File: src/pkg/sdci_pkg.sv
// package: constants and types of the sdram command interface
package sdci_pkg;
  localparam int SDCI_ROW_W = 13;
  localparam int SDCI_COL_W = 10;
  localparam int SDCI_BANKS = 4;
  localparam int SDCI_DATA_W = 16;
  localparam int SDCI_AP_BIT = 10;
  localparam int SDCI_MASK_LAT = 2;
  localparam int SDCI_FIFO_DEPTH = 8;
  localparam logic [2:0] SDCI_BL_1 = 3'h0;
  localparam logic [2:0] SDCI_BL_2 = 3'h1;
  localparam logic [2:0] SDCI_BL_4 = 3'h2;
  localparam logic [2:0] SDCI_BL_8 = 3'h3;
  localparam logic [2:0] SDCI_BL_PAGE = 3'h7;
  localparam logic [1:0] SDCI_CL_2 = 2'h2;
  localparam logic [1:0] SDCI_CL_3 = 2'h3;
  localparam logic [3:0] SDCI_BANKS_IDLE = 4'h0;
  localparam logic [9:0] SDCI_COL_ZERO = 10'h000;
  localparam logic [9:0] SDCI_COL_LAST = 10'h3ff;
  localparam logic [4:0] SDCI_PRE_CYC = 5'h03;

  // command code {cs_n, ras_n, cas_n, we_n}
  typedef enum logic [3:0] {
    SDCI_CMD_ACT = 4'h3,
    SDCI_CMD_PRE = 4'h2,
    SDCI_CMD_WR = 4'h4,
    SDCI_CMD_RD = 4'h5,
    SDCI_CMD_MRS = 4'h0,
    SDCI_CMD_NOP = 4'h7,
    SDCI_CMD_BST = 4'h6,
    SDCI_CMD_REF = 4'h1
  } sdci_cmd_t;

  // gray along idle -> active burst -> suspend; low power states off path
  typedef enum logic [2:0] {
    SDCI_ST_RUN = 3'h0,
    SDCI_ST_SUSP = 3'h1,
    SDCI_ST_PDN = 3'h3,
    SDCI_ST_SREF = 3'h2
  } sdci_pwr_t;
endpackage

File: src/verilog/sdci_core.sv
// file: sdram command interface, device side
// How it works
// (RULE_01) inputs taken only on link clock rising edges
// (RULE_02) each live edge advances burst and outputs
// (RULE_03) low clock_gate freezes burst and outputs
// (RULE_04) idle banks plus low gate: power down/refresh
// (RULE_05) low power mode: gate async, inputs off
// (RULE_06) command valid only if previous gate high
// (RULE_07) bank_select picks bank a to d
// (RULE_08) row on activate, column low ten bits
// (RULE_09) precharge all when auto_precharge_bit high
// (RULE_10) chip_select_n high means deselect
// (RULE_11) row strobe low: activate or precharge
// (RULE_12) column strobe low: read or write
// (RULE_13) masks gate read drivers, block writes
// (RULE_14) burst stop ends running burst only
// (RULE_15) power down during burst becomes suspend
// (RULE_16) controller activates row before access
// (RULE_17) burst lengths 1,2,4,8 or page
// (RULE_18) sequential or interleaved burst order
// (RULE_19) read latency two or three cycles
// (RULE_20) auto precharge after burst ends
// (RULE_21) four banks of sixteen bit words
// (RULE_22) controller waits activate to column delay
// (RULE_23) read mask latency two cycles
// (RULE_24) page burst wraps to column zero
// (RULE_25) controller exits low power with nop
`timescale 1ns/1ns
`default_nettype none
module sdci_core
  import sdci_pkg::*;
#(
  parameter int DATA_W = SDCI_DATA_W,
  parameter int FIFO_DEPTH = SDCI_FIFO_DEPTH
) (
  input wire logic sys_clk,
  input wire logic rst,
  input wire logic link_clk,
  input wire logic clock_gate,
  input wire logic chip_select_n,
  input wire logic row_strobe_n,
  input wire logic column_strobe_n,
  input wire logic write_strobe_n,
  input wire logic [1:0] bank_select,
  input wire logic [SDCI_ROW_W-1:0] row_col_addr_bus,
  input wire logic low_byte_mask,
  input wire logic high_byte_mask,
  input wire logic [DATA_W-1:0] data_pins_in,
  output logic [DATA_W-1:0] data_pins_out,
  output logic [1:0] data_pins_oe_n,
  input wire logic [2:0] burst_len_cfg,
  input wire logic interleave_cfg,
  input wire logic [1:0] read_latency_cfg,
  output logic [SDCI_BANKS-1:0] bank_active,
  output logic [SDCI_BANKS-1:0] precharge_busy,
  output logic burst_running,
  output logic [1:0] power_state,
  output logic wr_valid,
  input wire logic wr_ready,
  output logic [DATA_W-1:0] wr_data,
  output logic [1:0] wr_lane_en,
  output logic [1:0] wr_bank,
  output logic [SDCI_ROW_W-1:0] wr_row,
  output logic [SDCI_COL_W-1:0] wr_col,
  output logic rd_req,
  output logic [1:0] rd_bank,
  output logic [SDCI_COL_W-1:0] rd_col,
  input wire logic [DATA_W-1:0] rd_word
);
  // ----------------------------------------
  // pin synchronisers and link edge detect
  // ----------------------------------------
  // gate, command, bank, address, masks and data travel as one word
  localparam int PW = 22 + DATA_W;
  logic [PW-1:0] pin_s1_reg;
  logic [PW-1:0] pin_s2_reg;
  logic [1:0] lclk_reg;
  logic lclk_d_reg;
  logic edge_now;

  always_ff @(posedge sys_clk or posedge rst) begin
    if (rst) begin
      pin_s1_reg <= '0;
      pin_s2_reg <= '0;
      lclk_reg <= '0;
      lclk_d_reg <= 1'b0;
    end else begin
      pin_s1_reg <= {clock_gate, chip_select_n, row_strobe_n, column_strobe_n, write_strobe_n,
                     bank_select, row_col_addr_bus, high_byte_mask, low_byte_mask,
                     data_pins_in};
      pin_s2_reg <= pin_s1_reg;
      // the link clock takes the same two flops as the pins it qualifies
      lclk_reg <= {lclk_reg[0], link_clk};
      lclk_d_reg <= lclk_reg[1];
    end
  end

  // clock is skewed same as data, so edge and data arrive together
  assign edge_now = lclk_reg[1] && !lclk_d_reg; // RULE_01

  logic gate_s;
  sdci_cmd_t cmd_s;
  logic [1:0] bank_s;
  logic [SDCI_ROW_W-1:0] addr_s;
  logic [1:0] mask_s;
  logic [DATA_W-1:0] din_s;
  assign gate_s = pin_s2_reg[PW-1];
  assign cmd_s = sdci_cmd_t'(pin_s2_reg[PW-2:PW-5]);
  assign bank_s = pin_s2_reg[PW-6:PW-7];
  assign addr_s = pin_s2_reg[DATA_W+14:DATA_W+2];
  assign mask_s = pin_s2_reg[DATA_W+1:DATA_W];
  assign din_s = pin_s2_reg[DATA_W-1:0];

  // ----------------------------------------
  // power state and clock gating
  // ----------------------------------------
  sdci_pwr_t pwr_reg;
  logic gate_prev_reg;
  logic clock_gate_prev;
  logic live;
  logic cmd_ok;
  logic all_idle;
  logic burst_reg;

  assign clock_gate_prev = gate_prev_reg;
  // the edge that samples the gate low still runs; the freeze starts one edge later
  assign live = edge_now && clock_gate_prev && (pwr_reg == SDCI_ST_RUN); // RULE_02 RULE_03
  assign cmd_ok = edge_now && clock_gate_prev && (pwr_reg == SDCI_ST_RUN); // RULE_06
  // a running precharge counts as busy, so power down waits for the timers
  assign all_idle = (bank_active == SDCI_BANKS_IDLE) && (precharge_busy == SDCI_BANKS_IDLE);

  always_ff @(posedge sys_clk or posedge rst) begin
    if (rst) begin
      pwr_reg <= SDCI_ST_RUN;
      gate_prev_reg <= 1'b1;
    end else begin
      if (edge_now) begin
        gate_prev_reg <= gate_s;
      end
      case (pwr_reg)
        SDCI_ST_RUN: begin
          if (cmd_ok && !gate_s) begin
            if (all_idle && !burst_reg && cmd_s == SDCI_CMD_REF) begin
              pwr_reg <= SDCI_ST_SREF; // RULE_04
            end else if (all_idle && !burst_reg) begin
              pwr_reg <= SDCI_ST_PDN; // RULE_04
            end else begin
              pwr_reg <= SDCI_ST_SUSP; // RULE_15 RULE_03
            end
          end
        end
        // commands met in suspend are refused; only the gate is watched
        SDCI_ST_SUSP: begin
          if (edge_now && gate_s) begin
            pwr_reg <= SDCI_ST_RUN;
          end
        end
        // no link edge is needed to leave: gate is watched directly
        SDCI_ST_PDN, SDCI_ST_SREF: begin
          if (gate_s) begin
            pwr_reg <= SDCI_ST_RUN; // RULE_05 RULE_25
          end
        end
        default: pwr_reg <= SDCI_ST_RUN;
      endcase
    end
  end
  assign power_state = pwr_reg[1:0];

  // ----------------------------------------
  // command decode
  // ----------------------------------------
  logic is_act;
  logic is_pre;
  logic is_rd;
  logic is_wr;
  logic is_bst;
  // chip select is part of the code, so a deselect never matches a command
  assign is_act = cmd_ok && (cmd_s == SDCI_CMD_ACT); // RULE_10 RULE_11
  assign is_pre = cmd_ok && (cmd_s == SDCI_CMD_PRE); // RULE_11
  // a column command to an idle bank is dropped, not queued
  assign is_rd = cmd_ok && (cmd_s == SDCI_CMD_RD) && bank_active[bank_s]; // RULE_12 RULE_16
  assign is_wr = cmd_ok && (cmd_s == SDCI_CMD_WR) && bank_active[bank_s]; // RULE_12 RULE_16

  // ----------------------------------------
  // banks: open rows and auto precharge
  // ----------------------------------------
  logic [SDCI_ROW_W-1:0] row_reg [SDCI_BANKS];
  logic [SDCI_BANKS-1:0] act_reg;
  logic [4:0] pre_cnt_reg [SDCI_BANKS];
  logic ap_reg;
  logic [1:0] bank_reg;
  logic burst_end;
  logic ap_single;

  // a one word write runs no burst, so its auto precharge starts at once
  assign ap_single = is_wr && (burst_len_cfg == SDCI_BL_1) && addr_s[SDCI_AP_BIT]; // RULE_20

  always_ff @(posedge sys_clk or posedge rst) begin
    if (rst) begin
      act_reg <= '0;
      for (int i = 0; i < SDCI_BANKS; i++) begin
        row_reg[i] <= '0;
        pre_cnt_reg[i] <= '0;
      end
    end else begin
      for (int i = 0; i < SDCI_BANKS; i++) begin
        // timers count link edges only, so a stopped link stretches precharge
        if (edge_now && pre_cnt_reg[i] != '0) begin
          pre_cnt_reg[i] <= pre_cnt_reg[i] - 5'h01;
        end
        if (is_act && bank_s == 2'(i)) begin
          act_reg[i] <= 1'b1; // RULE_07 RULE_21
          row_reg[i] <= addr_s; // RULE_08
        end
        if (is_pre && (addr_s[SDCI_AP_BIT] || bank_s == 2'(i))) begin
          act_reg[i] <= 1'b0; // RULE_09
          pre_cnt_reg[i] <= SDCI_PRE_CYC;
        end
        if ((burst_end && ap_reg && bank_reg == 2'(i)) || (ap_single && bank_s == 2'(i))) begin
          act_reg[i] <= 1'b0; // RULE_20
          pre_cnt_reg[i] <= SDCI_PRE_CYC;
        end
      end
    end
  end
  assign bank_active = act_reg;
  always_comb begin
    for (int i = 0; i < SDCI_BANKS; i++) begin
      precharge_busy[i] = (pre_cnt_reg[i] != '0);
    end
  end

  // ----------------------------------------
  // burst counter
  // ----------------------------------------
  logic [SDCI_COL_W-1:0] start_reg;
  logic [SDCI_COL_W-1:0] idx_reg;
  logic [SDCI_COL_W-1:0] col_now;
  logic [SDCI_COL_W-1:0] len_m1;
  logic is_read_reg;
  logic page_mode;

  assign page_mode = (burst_len_cfg == SDCI_BL_PAGE);
  always_comb begin
    case (burst_len_cfg)
      SDCI_BL_1: len_m1 = 10'h000; // RULE_17
      SDCI_BL_2: len_m1 = 10'h001;
      SDCI_BL_4: len_m1 = 10'h003;
      SDCI_BL_8: len_m1 = 10'h007;
      default: len_m1 = SDCI_COL_LAST;
    endcase
  end
  // page bursts wrap naturally through the ten bit adder
  always_comb begin
    if (interleave_cfg && !page_mode) begin
      col_now = (start_reg & ~len_m1) | ((start_reg ^ idx_reg) & len_m1); // RULE_18
    end else begin
      col_now = (start_reg & ~len_m1) | ((start_reg + idx_reg) & len_m1); // RULE_18 RULE_24
    end
  end
  assign is_bst = cmd_ok && (cmd_s == SDCI_CMD_BST) && burst_reg; // RULE_14
  // a read burst ends on the edge that fetches its last word
  assign burst_end = burst_reg && live && !page_mode && (idx_reg == len_m1) && !is_rd && !is_wr;

  always_ff @(posedge sys_clk or posedge rst) begin
    if (rst) begin
      burst_reg <= 1'b0;
      is_read_reg <= 1'b0;
      start_reg <= '0;
      idx_reg <= '0;
      ap_reg <= 1'b0;
      bank_reg <= '0;
    end else if (is_rd || is_wr) begin
      burst_reg <= 1'b1;
      is_read_reg <= is_rd;
      start_reg <= addr_s[SDCI_COL_W-1:0]; // RULE_08
      // a write takes word zero on the command edge, so its count starts at one
      idx_reg <= is_wr ? 10'h001 : SDCI_COL_ZERO;
      ap_reg <= addr_s[SDCI_AP_BIT] && !page_mode; // RULE_08 RULE_20
      bank_reg <= bank_s;
      if (is_wr && burst_len_cfg == SDCI_BL_1) begin
        burst_reg <= 1'b0;
      end
    end else if (is_bst || burst_end) begin
      burst_reg <= 1'b0; // RULE_14
      ap_reg <= 1'b0;
    end else if (burst_reg && live) begin
      idx_reg <= idx_reg + 10'h001; // RULE_02
    end
  end
  assign burst_running = burst_reg;

  // ----------------------------------------
  // write path through fifo
  // ----------------------------------------
  logic wr_take;
  logic [SDCI_COL_W-1:0] wcol;
  assign wr_take = is_wr || (burst_reg && !is_read_reg && live && !is_bst && !is_rd);
  assign wcol = is_wr ? addr_s[SDCI_COL_W-1:0] : col_now;

  logic [DATA_W+SDCI_ROW_W+SDCI_COL_W+3:0] fin;
  logic [DATA_W+SDCI_ROW_W+SDCI_COL_W+3:0] fout;
  logic [1:0] wb;
  assign wb = is_wr ? bank_s : bank_reg;
  // lane enables are the inverted masks: a high mask keeps that byte
  assign fin = {din_s, ~mask_s, wb, row_reg[wb], wcol}; // RULE_13
  // a full fifo drops words: the array side must keep up with the link
  sdci_fifo #(.WIDTH(DATA_W + SDCI_ROW_W + SDCI_COL_W + 4), .DEPTH(FIFO_DEPTH)) u_fifo (
    .sys_clk(sys_clk),
    .rst(rst),
    .in_valid(wr_take),
    .in_ready(),
    .in_data(fin),
    .out_valid(wr_valid),
    .out_ready(wr_ready),
    .out_data(fout)
  );
  assign {wr_data, wr_lane_en, wr_bank, wr_row, wr_col} = fout;

  // ----------------------------------------
  // read path: latency pipe and mask pipe
  // ----------------------------------------
  logic [2:0] rdv_reg;
  logic [DATA_W-1:0] rdd_reg [3];
  logic [1:0] mpipe_reg [SDCI_MASK_LAT];
  logic [DATA_W-1:0] dout_reg;
  logic [1:0] oe_n_reg;
  logic rd_fire;
  logic tap_v;
  logic [DATA_W-1:0] tap_d;

  // the counter fetches every word of the burst, the last one included
  assign rd_fire = is_rd || (burst_reg && is_read_reg && live && !is_wr && !is_bst);
  assign rd_req = rd_fire;
  assign rd_bank = is_rd ? bank_s : bank_reg;
  assign rd_col = is_rd ? addr_s[SDCI_COL_W-1:0] : col_now;
  // every word issued by the counter; the command's own fetch enters the pipe marked invalid
  assign tap_v = (read_latency_cfg == SDCI_CL_3) ? rdv_reg[1] : rdv_reg[0]; // RULE_19
  assign tap_d = (read_latency_cfg == SDCI_CL_3) ? rdd_reg[1] : rdd_reg[0];

  always_ff @(posedge sys_clk or posedge rst) begin
    if (rst) begin
      rdv_reg <= '0;
      dout_reg <= '0;
      oe_n_reg <= 2'h3;
      for (int i = 0; i < 3; i++) begin
        rdd_reg[i] <= '0;
      end
      for (int i = 0; i < SDCI_MASK_LAT; i++) begin
        mpipe_reg[i] <= 2'h3;
      end
    end else if (live) begin
      rdv_reg <= {rdv_reg[1:0], rd_fire && !is_rd};
      rdd_reg[0] <= rd_word;
      rdd_reg[1] <= rdd_reg[0];
      rdd_reg[2] <= rdd_reg[1];
      // masks ride the data pipe, so a suspend cannot skew them apart
      mpipe_reg[0] <= mask_s;
      mpipe_reg[1] <= mpipe_reg[0]; // RULE_23
      dout_reg <= tap_d; // RULE_02
      // lanes float outside read data, leaving the pins to the controller
      oe_n_reg <= tap_v ? mpipe_reg[1] : 2'h3; // RULE_13 RULE_23
    end else if (edge_now && is_rd) begin
      rdv_reg <= {rdv_reg[1:0], 1'b1};
      rdd_reg[0] <= rd_word;
    end
  end
  assign data_pins_out = dout_reg;
  assign data_pins_oe_n = oe_n_reg;
endmodule
`default_nettype wire

File: src/verilog/sdci_fifo.sv
// file: fifo carrying write words into the array
`timescale 1ns/1ns
`default_nettype none
module sdci_fifo #(
  parameter int WIDTH = 16,
  parameter int DEPTH = 8
) (
  input wire logic sys_clk,
  input wire logic rst,
  input wire logic in_valid,
  output logic in_ready,
  input wire logic [WIDTH-1:0] in_data,
  output logic out_valid,
  input wire logic out_ready,
  output logic [WIDTH-1:0] out_data
);
  localparam int AW = $clog2(DEPTH);
  logic [WIDTH-1:0] mem_reg [DEPTH];
  logic [AW-1:0] wp_reg;
  logic [AW-1:0] rp_reg;
  logic [AW:0] cnt_reg;
  logic push;
  logic pop;

  assign in_ready = (cnt_reg != (AW+1)'(DEPTH));
  assign out_valid = (cnt_reg != '0);
  assign push = in_valid && in_ready;
  assign pop = out_valid && out_ready;
  assign out_data = mem_reg[rp_reg];

  always_ff @(posedge sys_clk) begin
    if (push) begin
      mem_reg[wp_reg] <= in_data;
    end
  end

  always_ff @(posedge sys_clk or posedge rst) begin
    if (rst) begin
      wp_reg <= '0;
      rp_reg <= '0;
      cnt_reg <= '0;
    end else begin
      if (push) begin
        wp_reg <= (wp_reg == AW'(DEPTH-1)) ? '0 : wp_reg + 1'b1;
      end
      if (pop) begin
        rp_reg <= (rp_reg == AW'(DEPTH-1)) ? '0 : rp_reg + 1'b1;
      end
      cnt_reg <= cnt_reg + (AW+1)'(push) - (AW+1)'(pop);
    end
  end
endmodule
`default_nettype wire
File: config.mk
export PLATFORM = sky130hd
export DESIGN_NAME = sdci_core
export DESIGN_NICKNAME = d
export VERILOG_FILES = /design/src/pkg/sdci_pkg.sv /design/src/verilog/sdci_core.sv /design/src/verilog/sdci_fifo.sv
export SDC_FILE = /design/constraint.sdc
export NUM_CORES = 1
export LEC_CHECK = 0
export BUFFER_PORTS_ARGS = -buffer_cell sky130_fd_sc_hd__buf_2
export CAP_MARGIN = 20
export CORE_MARGIN = 2
export CORE_UTILIZATION = 33
export DETAILED_ROUTE_END_ITERATION = 7
export SYNTH_ARGS = -nofsm -noshare
export SYNTH_HDL_FRONTEND = slang
export SYNTH_HIERARCHICAL = 1
export SYNTH_SLANG_ARGS = --single-unit
File: constraint.sdc
create_clock -name sys_clk -period 8.96 [get_ports sys_clk]
set_input_delay 0.896 -clock sys_clk [delete_from_list [all_inputs] [get_ports sys_clk]]
set_output_delay 0.896 -clock sys_clk [all_outputs]
set_load 0.05 [all_outputs]
; ---- Yosys cells after proc, flatten, opt, wreduce, memory -nomap -nowiden
; Memory sizes are Yosys's and may differ from the RTL's.
; Index checks and enable logic that the tools add are counted.
[word_totals]
inputBits = 64
memories = 1
mem_bits_rw = 344
word_cells = 247
register_bits = 250
[mem_list]
columns = name, words, width, rd, rd_ports_with_merged_regs, wr, line
row1 = u_fifo.mem_reg, 8, 43, 1, 0, 1, sdci_fifo.sv:18  ; logic [WIDTH-1:0] mem_reg [DEPTH];
[classes]
eq_ne = 28
reduce_logical = 103
magnitude_cmp = 2
bitwise_logic = 9
n_addsub = 10
n_mux = 60
[ops]
columns = operator, count
row1 = $mux 10, 6
row2 = $mux 5, 12
row3 = $logic_and 1x1->1, 58
row4 = $mux 16, 3
row5 = $pmux 10 s4, 1
row6 = $and 10x10->10, 3
row7 = $bmux 13 s2, 1
row8 = $mux 13, 2
row9 = $reduce_bool 3->1, 8
row10 = $mux 1, 21
row11 = $or 10x10->10, 2
row12 = $reduce_bool 5->1, 4
row13 = $sub 5x1->5 const B, 4
row14 = $mux 3, 5
row15 = $mux 2, 7
row16 = $eq 3x2->1 const B, 4
row17 = $eq 4x3->1 const B, 3
row18 = $logic_or 1x1->1, 12
row19 = $add 10x1->10 const B, 1
row20 = $add 10x10->10, 1
row21 = $eq 10x10->1, 1
row22 = $eq 2x2->1 const B, 5
row23 = $not 10->10, 1
row24 = $xor 10x10->10, 1
row25 = other kinds (26), 46

; ---- Depth between registers and ports, before layout
[logic_depth]
depth_word = 13
depth_mapped = 14

; ---- Cells and area by module
; Netlist, hierarchy kept.
[by_module_without_submodules]
columns = mod, cells_per_inst, area_each_um2, seq_area_each_um2, n_inst
row1 = sdci_fifo, 555, 13553.0, 10580.1, 1
row2 = sdci_core, 930, 10202.3, 5989.5, 1

; ---- Least setup slack after synthesis
; No wires, ideal clock.
[synth_timing]
path_kind = register to register
from = reg act_reg[3], in the netlist bank_active[3]
to = mem u_fifo/mem_reg[0][0] (netlist name), enable pin
path_stages_with_launch = 9
path_slack_ns = 2.079
synth_period_minus_slack_ns = 6.881
path_buffers = 2
arrival_time_ns = 6.331
required_time_ns = 8.409
path_cell_list = dfrtp_1 mux2i_1 a2111oi_4 nand4_2 buf_2 clkbuf_1 o31ai_1 nand2_1 nor4_1
[synth_via]
elab_chain_len = 9
word_cells_on_any_way = 10
[synth_lines]
columns = item, line
row1 = from (decl), sdci_core.sv:189  ; logic [SDCI_BANKS-1:0] act_reg;
row2 = from (signal assigned), sdci_core.sv:201  ; act_reg <= '0;
row3 = "from (signal, indexed assignment)", sdci_core.sv:213  ; act_reg[i] <= 1'b1;
row4 = "from (signal, indexed assignment)", sdci_core.sv:217  ; act_reg[i] <= 1'b0;
row5 = $bmux 1 s2 *, "sdci_core.sv:182, sdci_core.sv:183"
row6 = $mux 1 (not written as such) *, "sdci_core.sv:182, sdci_core.sv:183"
row7 = $logic_and 1x1->1, sdci_core.sv:182  ; assign is_rd = cmd_ok && (cmd_s == SDCI_CMD_RD) && bank_active[bank_s];
row8 = $logic_not 1->1, sdci_core.sv:299  ; assign wr_take = is_wr || (burst_reg && !is_read_reg && live && !is_bst && !is_rd);
row9 = $logic_and 1x1->1, sdci_core.sv:299
row10 = $logic_or 1x1->1 *, sdci_core.sv:299
row11 = net wr_take, sdci_core.sv:297  ; logic wr_take;
row12 = $logic_and 1x1->1 *, sdci_fifo.sv:27  ; assign push = in_valid && in_ready;
row13 = $mux 1 *, sdci_fifo.sv:32  ; if (push) begin
row14 = $mux 1 (not written as such) *, sdci_fifo.sv:33  ; mem_reg[wp_reg] <= in_data;
row15 = to (decl), sdci_fifo.sv:18
; The timed path passes the listed nets; every way through them passes the cells marked *. The select of a mux whose other input is x is not followed.

; ---- Worst setup path after layout
[layout_timing]
from = reg lclk_d_reg
to = out rd_col[8]
[layout_via]
elab_chain_len = 7
[layout_lines]
columns = item, line
row1 = from (decl), sdci_core.sv:78  ; logic lclk_d_reg;
row2 = from (signal assigned), sdci_core.sv:94  ; lclk_d_reg <= lclk_reg[1];
row3 = $logic_not 1->1, sdci_core.sv:99  ; assign edge_now = lclk_reg[1] && !lclk_d_reg;
row4 = $logic_and 1x1->1, sdci_core.sv:99
row5 = $logic_and 1x1->1 (2 in series), sdci_core.sv:128  ; assign cmd_ok = edge_now && clock_gate_prev && (pwr_reg == SDCI_ST_RUN);
row6 = $logic_and 1x1->1 (2 in series), sdci_core.sv:182
row7 = $mux 10, sdci_core.sv:337  ; assign rd_col = is_rd ? addr_s[SDCI_COL_W-1:0] : col_now;
row8 = to (decl), sdci_core.sv:67  ; output logic [SDCI_COL_W-1:0] rd_col,
; Every way passes these cells.

==> impl_results.md <==
- Status: finished, final reports clean
- Leading area contributor after synthesis: edfxtp_1
- Number of synthesized register bits: 593
- Delay-heaviest family, CP: simple AND/OR/NAND/NOR gates
- CP Capture Type: output port
- Yosys warning count: 6
- Depth of the CTS H-tree: 3
- CP Launch Type: register
- Vias: 12,913
- Mapped Area: 23,800 µm²
- CTS resizes: 0
- Sequential share of the synthesized area: 0.698
- Multi-input logic area: 6770 µm²
- Largest stage delay, worst path: 0.84 ns
- Reg clk slew, reported paths: 0.06 ns
- RR Startpoint: lclk_d_reg$_DFF_PP0_
- FF-to-FF setup slack: 4.07 ns
- RSZ-0062 raised after global routing: false
- Crit share post-route: 0.601
- Pwr Density: 311 nW/µm²
- Reg power frac: 0.398
- Detail Placement HPWL: 32.0 mm
- All-Layer GR Usage: 0.143
- Cts bufs inserted: 66
- CTS Buffer Depth: 3
- Worst-path cell chain: nor2b_1 > and2_2 > and3_1 > buf_4 > nand2_1 > mux2i_1 > nand3_1 > buf_2
- Pwr Total: 8620 µW
- Asr flop ratio synth: 0.420
- Vias in the first global route: 13,646
- Mean post-synth cell area: 16.0 µm²
- # setup viols final: 0
- Switching Fraction: 0.341
- Final hold violation count: 0
- Post-synth EDFFs: 344
- Setup bufs post-CTS: 0
- GPL Wtd Cong: 0.831
- Count of buffer and inverter cells on the critical path: 2
- Core ar.: 71,400 µm²
- Setup_tns: 0 ns
- DR vias/cell: 4.86
- Worst Hold Path EP: pin_s2_reg[1]$_DFF_PP0_
- Antenna viol nets, final: 0
- Area fraction of the dominant cell type after synthesis: 0.435
- Lkg Pwr: 0.0110 µW
- Pint: 5680 µW
- Largest net degree at the start of global routing: 129
- Worst EP required: 8.06 ns
- Initial antenna violation count: 4
- Clock sinks: 593
- Max Fanout on Critical Path: 42
- Clock group share of total power: 0.311
- Hold buffers post-CTS: 0
- First-pass GRT wire length: 81.1 mm
- Clk_lat worst skew: 0.60 ns
- Gate power share: 0.291
- Total Routed Length: 52.2 mm
- Max Slew Vio Count: 0
- NetSw: 2940 µW
- I/O pin count: 150
- Commonest cells post-synth: edfxtp_1, dfrtp_1, nand2_1
- Max IR drop VDD: 0.000179 V
- CP max-delay cell: and2_2
- Hold Crit Depth: 0
- Relative slew slack: 0.360
- Synth-to-Final Area Change: 16.8%
- Mapped Cells: 1,485
- Filler cell count: 6,551
- DRT Pass-1 Iters: 5
- Register area: 16,600 µm²
- Fin util: 0.389
- Final min period: 5.38 ns
- Detail-routed net length per standard cell: 19.7 µm
- Max cap viols: 0
- Row count: 98
- HP Start: pin_s1_reg[1]$_DFF_PP0_
- Post-synth cell types: 66
- Worst Skew: 0.0218 ns
- Worst Hold Class: reg -> reg
- Starting Density: 0.333
- CTS tree: built
- Die ar.: 74,100 µm²
- Fin nets: 1,747
- Top-count cell post-synth: edfxtp_1
- Share of layout cells above drive strength 1: 0.290
- Ys flop type: edfxtp_1
- Total grt overflow: 0
- Clk Tree Root Cell: clkbuf_16
- WS Path Type: reg -> out
- Syn_nets: 1,575
- Synth top area cells: edfxtp_1, dfrtp_1, mux4_2, mux2_2, nand2_1
- Drt drc: 0
- Critical Path AT: 4.49 ns
- Reg2reg end: u_fifo/mem_reg[5][33]$_DFFE_PP_
- Die span in x: 272 µm
- Port bufs: 149
- Max reg flops: 344
- Detailed router's first-iteration violation count: 873
- Chip height: 272 µm
- Max Clock Freq: 0.186 GHz
- R2r worst-path depth: 7
- Worst slew pin tran: 0.960 ns
-- through the flow --
step	hold slack [ns]	area [µm²]	cells	setup slack (ns)
after detailed placement	0.335	25600	2538	3.99
after floorplan	0.331	23800	1485	1.52
after CTS	0.323	27700	2654	3.54
final	0.331	27800	2657	3.58
after global placement	0.332	25600	2538	4.22
after global routing	0.341	27800	2656	3.21
-- final cells by class --
class | count | share of cell area
clock inverter | 31 | 0.0129
timing repair buffer | 169 | 0.0330
tap | 950 | 0.0428
sequential | 593 | 0.597
antenna | 2 | 0.000180
multi-input combinational | 791 | 0.244
inverter | 36 | 0.00514
clock buffer | 85 | 0.0647
-- metal layers --
| layer | track usage | wire length [µm] | up-vias |
|---|---|---|---|
| li1 | - | - | 5865 |
| met1 | 0.190 | 23000 | 6663 |
| met2 | 0.235 | 25500 | 311 |
| met3 | 0.0267 | 2550 | 70 |
| met4 | 0.0463 | 1070 | 4 |
| met5 | 0 | 26 | - |
-- cells in the final DEF (no fill, tap or decap), types with 5 or more instances in the layout --
cell | netlist | final
a211oi_1 | 13 | 13
a21oi_1 | 34 | 34
and3_1 | 8 | 8
buf_2 | 19 | 149
buf_4 | 1 | 19
bufinv_16 | 0 | 6
clkbuf_1 | 35 | 14
clkbuf_16 | 0 | 68
clkinv_1 | 0 | 5
clkinv_2 | 0 | 9
dfrtp_1 | 242 | 239
dfstp_2 | 7 | 7
edfxtp_1 | 344 | 344
ha_1 | 24 | 24
inv_1 | 36 | 35
mux2_2 | 106 | 106
mux2_4 | 7 | 7
mux2i_1 | 36 | 35
mux4_2 | 86 | 86
nand2_1 | 210 | 209
nand2b_1 | 10 | 10
nand3_1 | 15 | 15
nand4_1 | 7 | 7
nand4b_1 | 6 | 6
nor2_1 | 56 | 53
nor2b_1 | 19 | 19
nor3_1 | 14 | 10
nor4_1 | 8 | 7
o21ai_0 | 40 | 40
xnor2_1 | 15 | 15
xor2_1 | 13 | 13
-- worst max-delay path by stage --
stage | slack, ns | startpoint | cells after the start | end
global route | 3.21 | lclk_reg[1]$_DFF_PP0_ | 8 | rd_col[8]
finish | 3.58 | lclk_d_reg$_DFF_PP0_ | 8 | rd_col[8]
floorplan | 1.52 | rst | 1 | ap_reg$_DFFE_PP0P_
detailed placement | 3.99 | lclk_reg[1]$_DFF_PP0_ | 7 | u_fifo/mem_reg[5][34]$_DFFE_PP_
CTS | 3.54 | lclk_d_reg$_DFF_PP0_ | 8 | rd_col[8]
global placement | 4.22 | lclk_reg[1]$_DFF_PP0_ | 7 | u_fifo/mem_reg[5][21]$_DFFE_PP_
-- power groups by stage --
stage,Combinational (µW),Clock [µW],Sequential [µW]
floorplan,1900,0,3510
global placement,2530,0,3470
detailed placement,2560,0,3480
CTS,2570,2770,3430
global route,2700,2870,3470
finish,2510,2680,3430
-- kinds of logic (layout without fill, tap and decap cells) --
| logic type | after synthesis | in the layout | share of synthesized area |
|---|---|---|---|
| compound gates | 123 | 123 | 0.0332 |
| flops | 593 | 593 | 0.698 |
| mux | 236 | 236 | 0.152 |
| other cells | 0 | 2 | 0 |
| xor+xnor | 28 | 28 | 0.0103 |
| simple gates | 378 | 378 | 0.0724 |
| fa+ha+maj | 26 | 26 | 0.0143 |
| buf+inv | 101 | 321 | 0.0203 |
No activity file was read; power rests on OpenSTA's default activity.
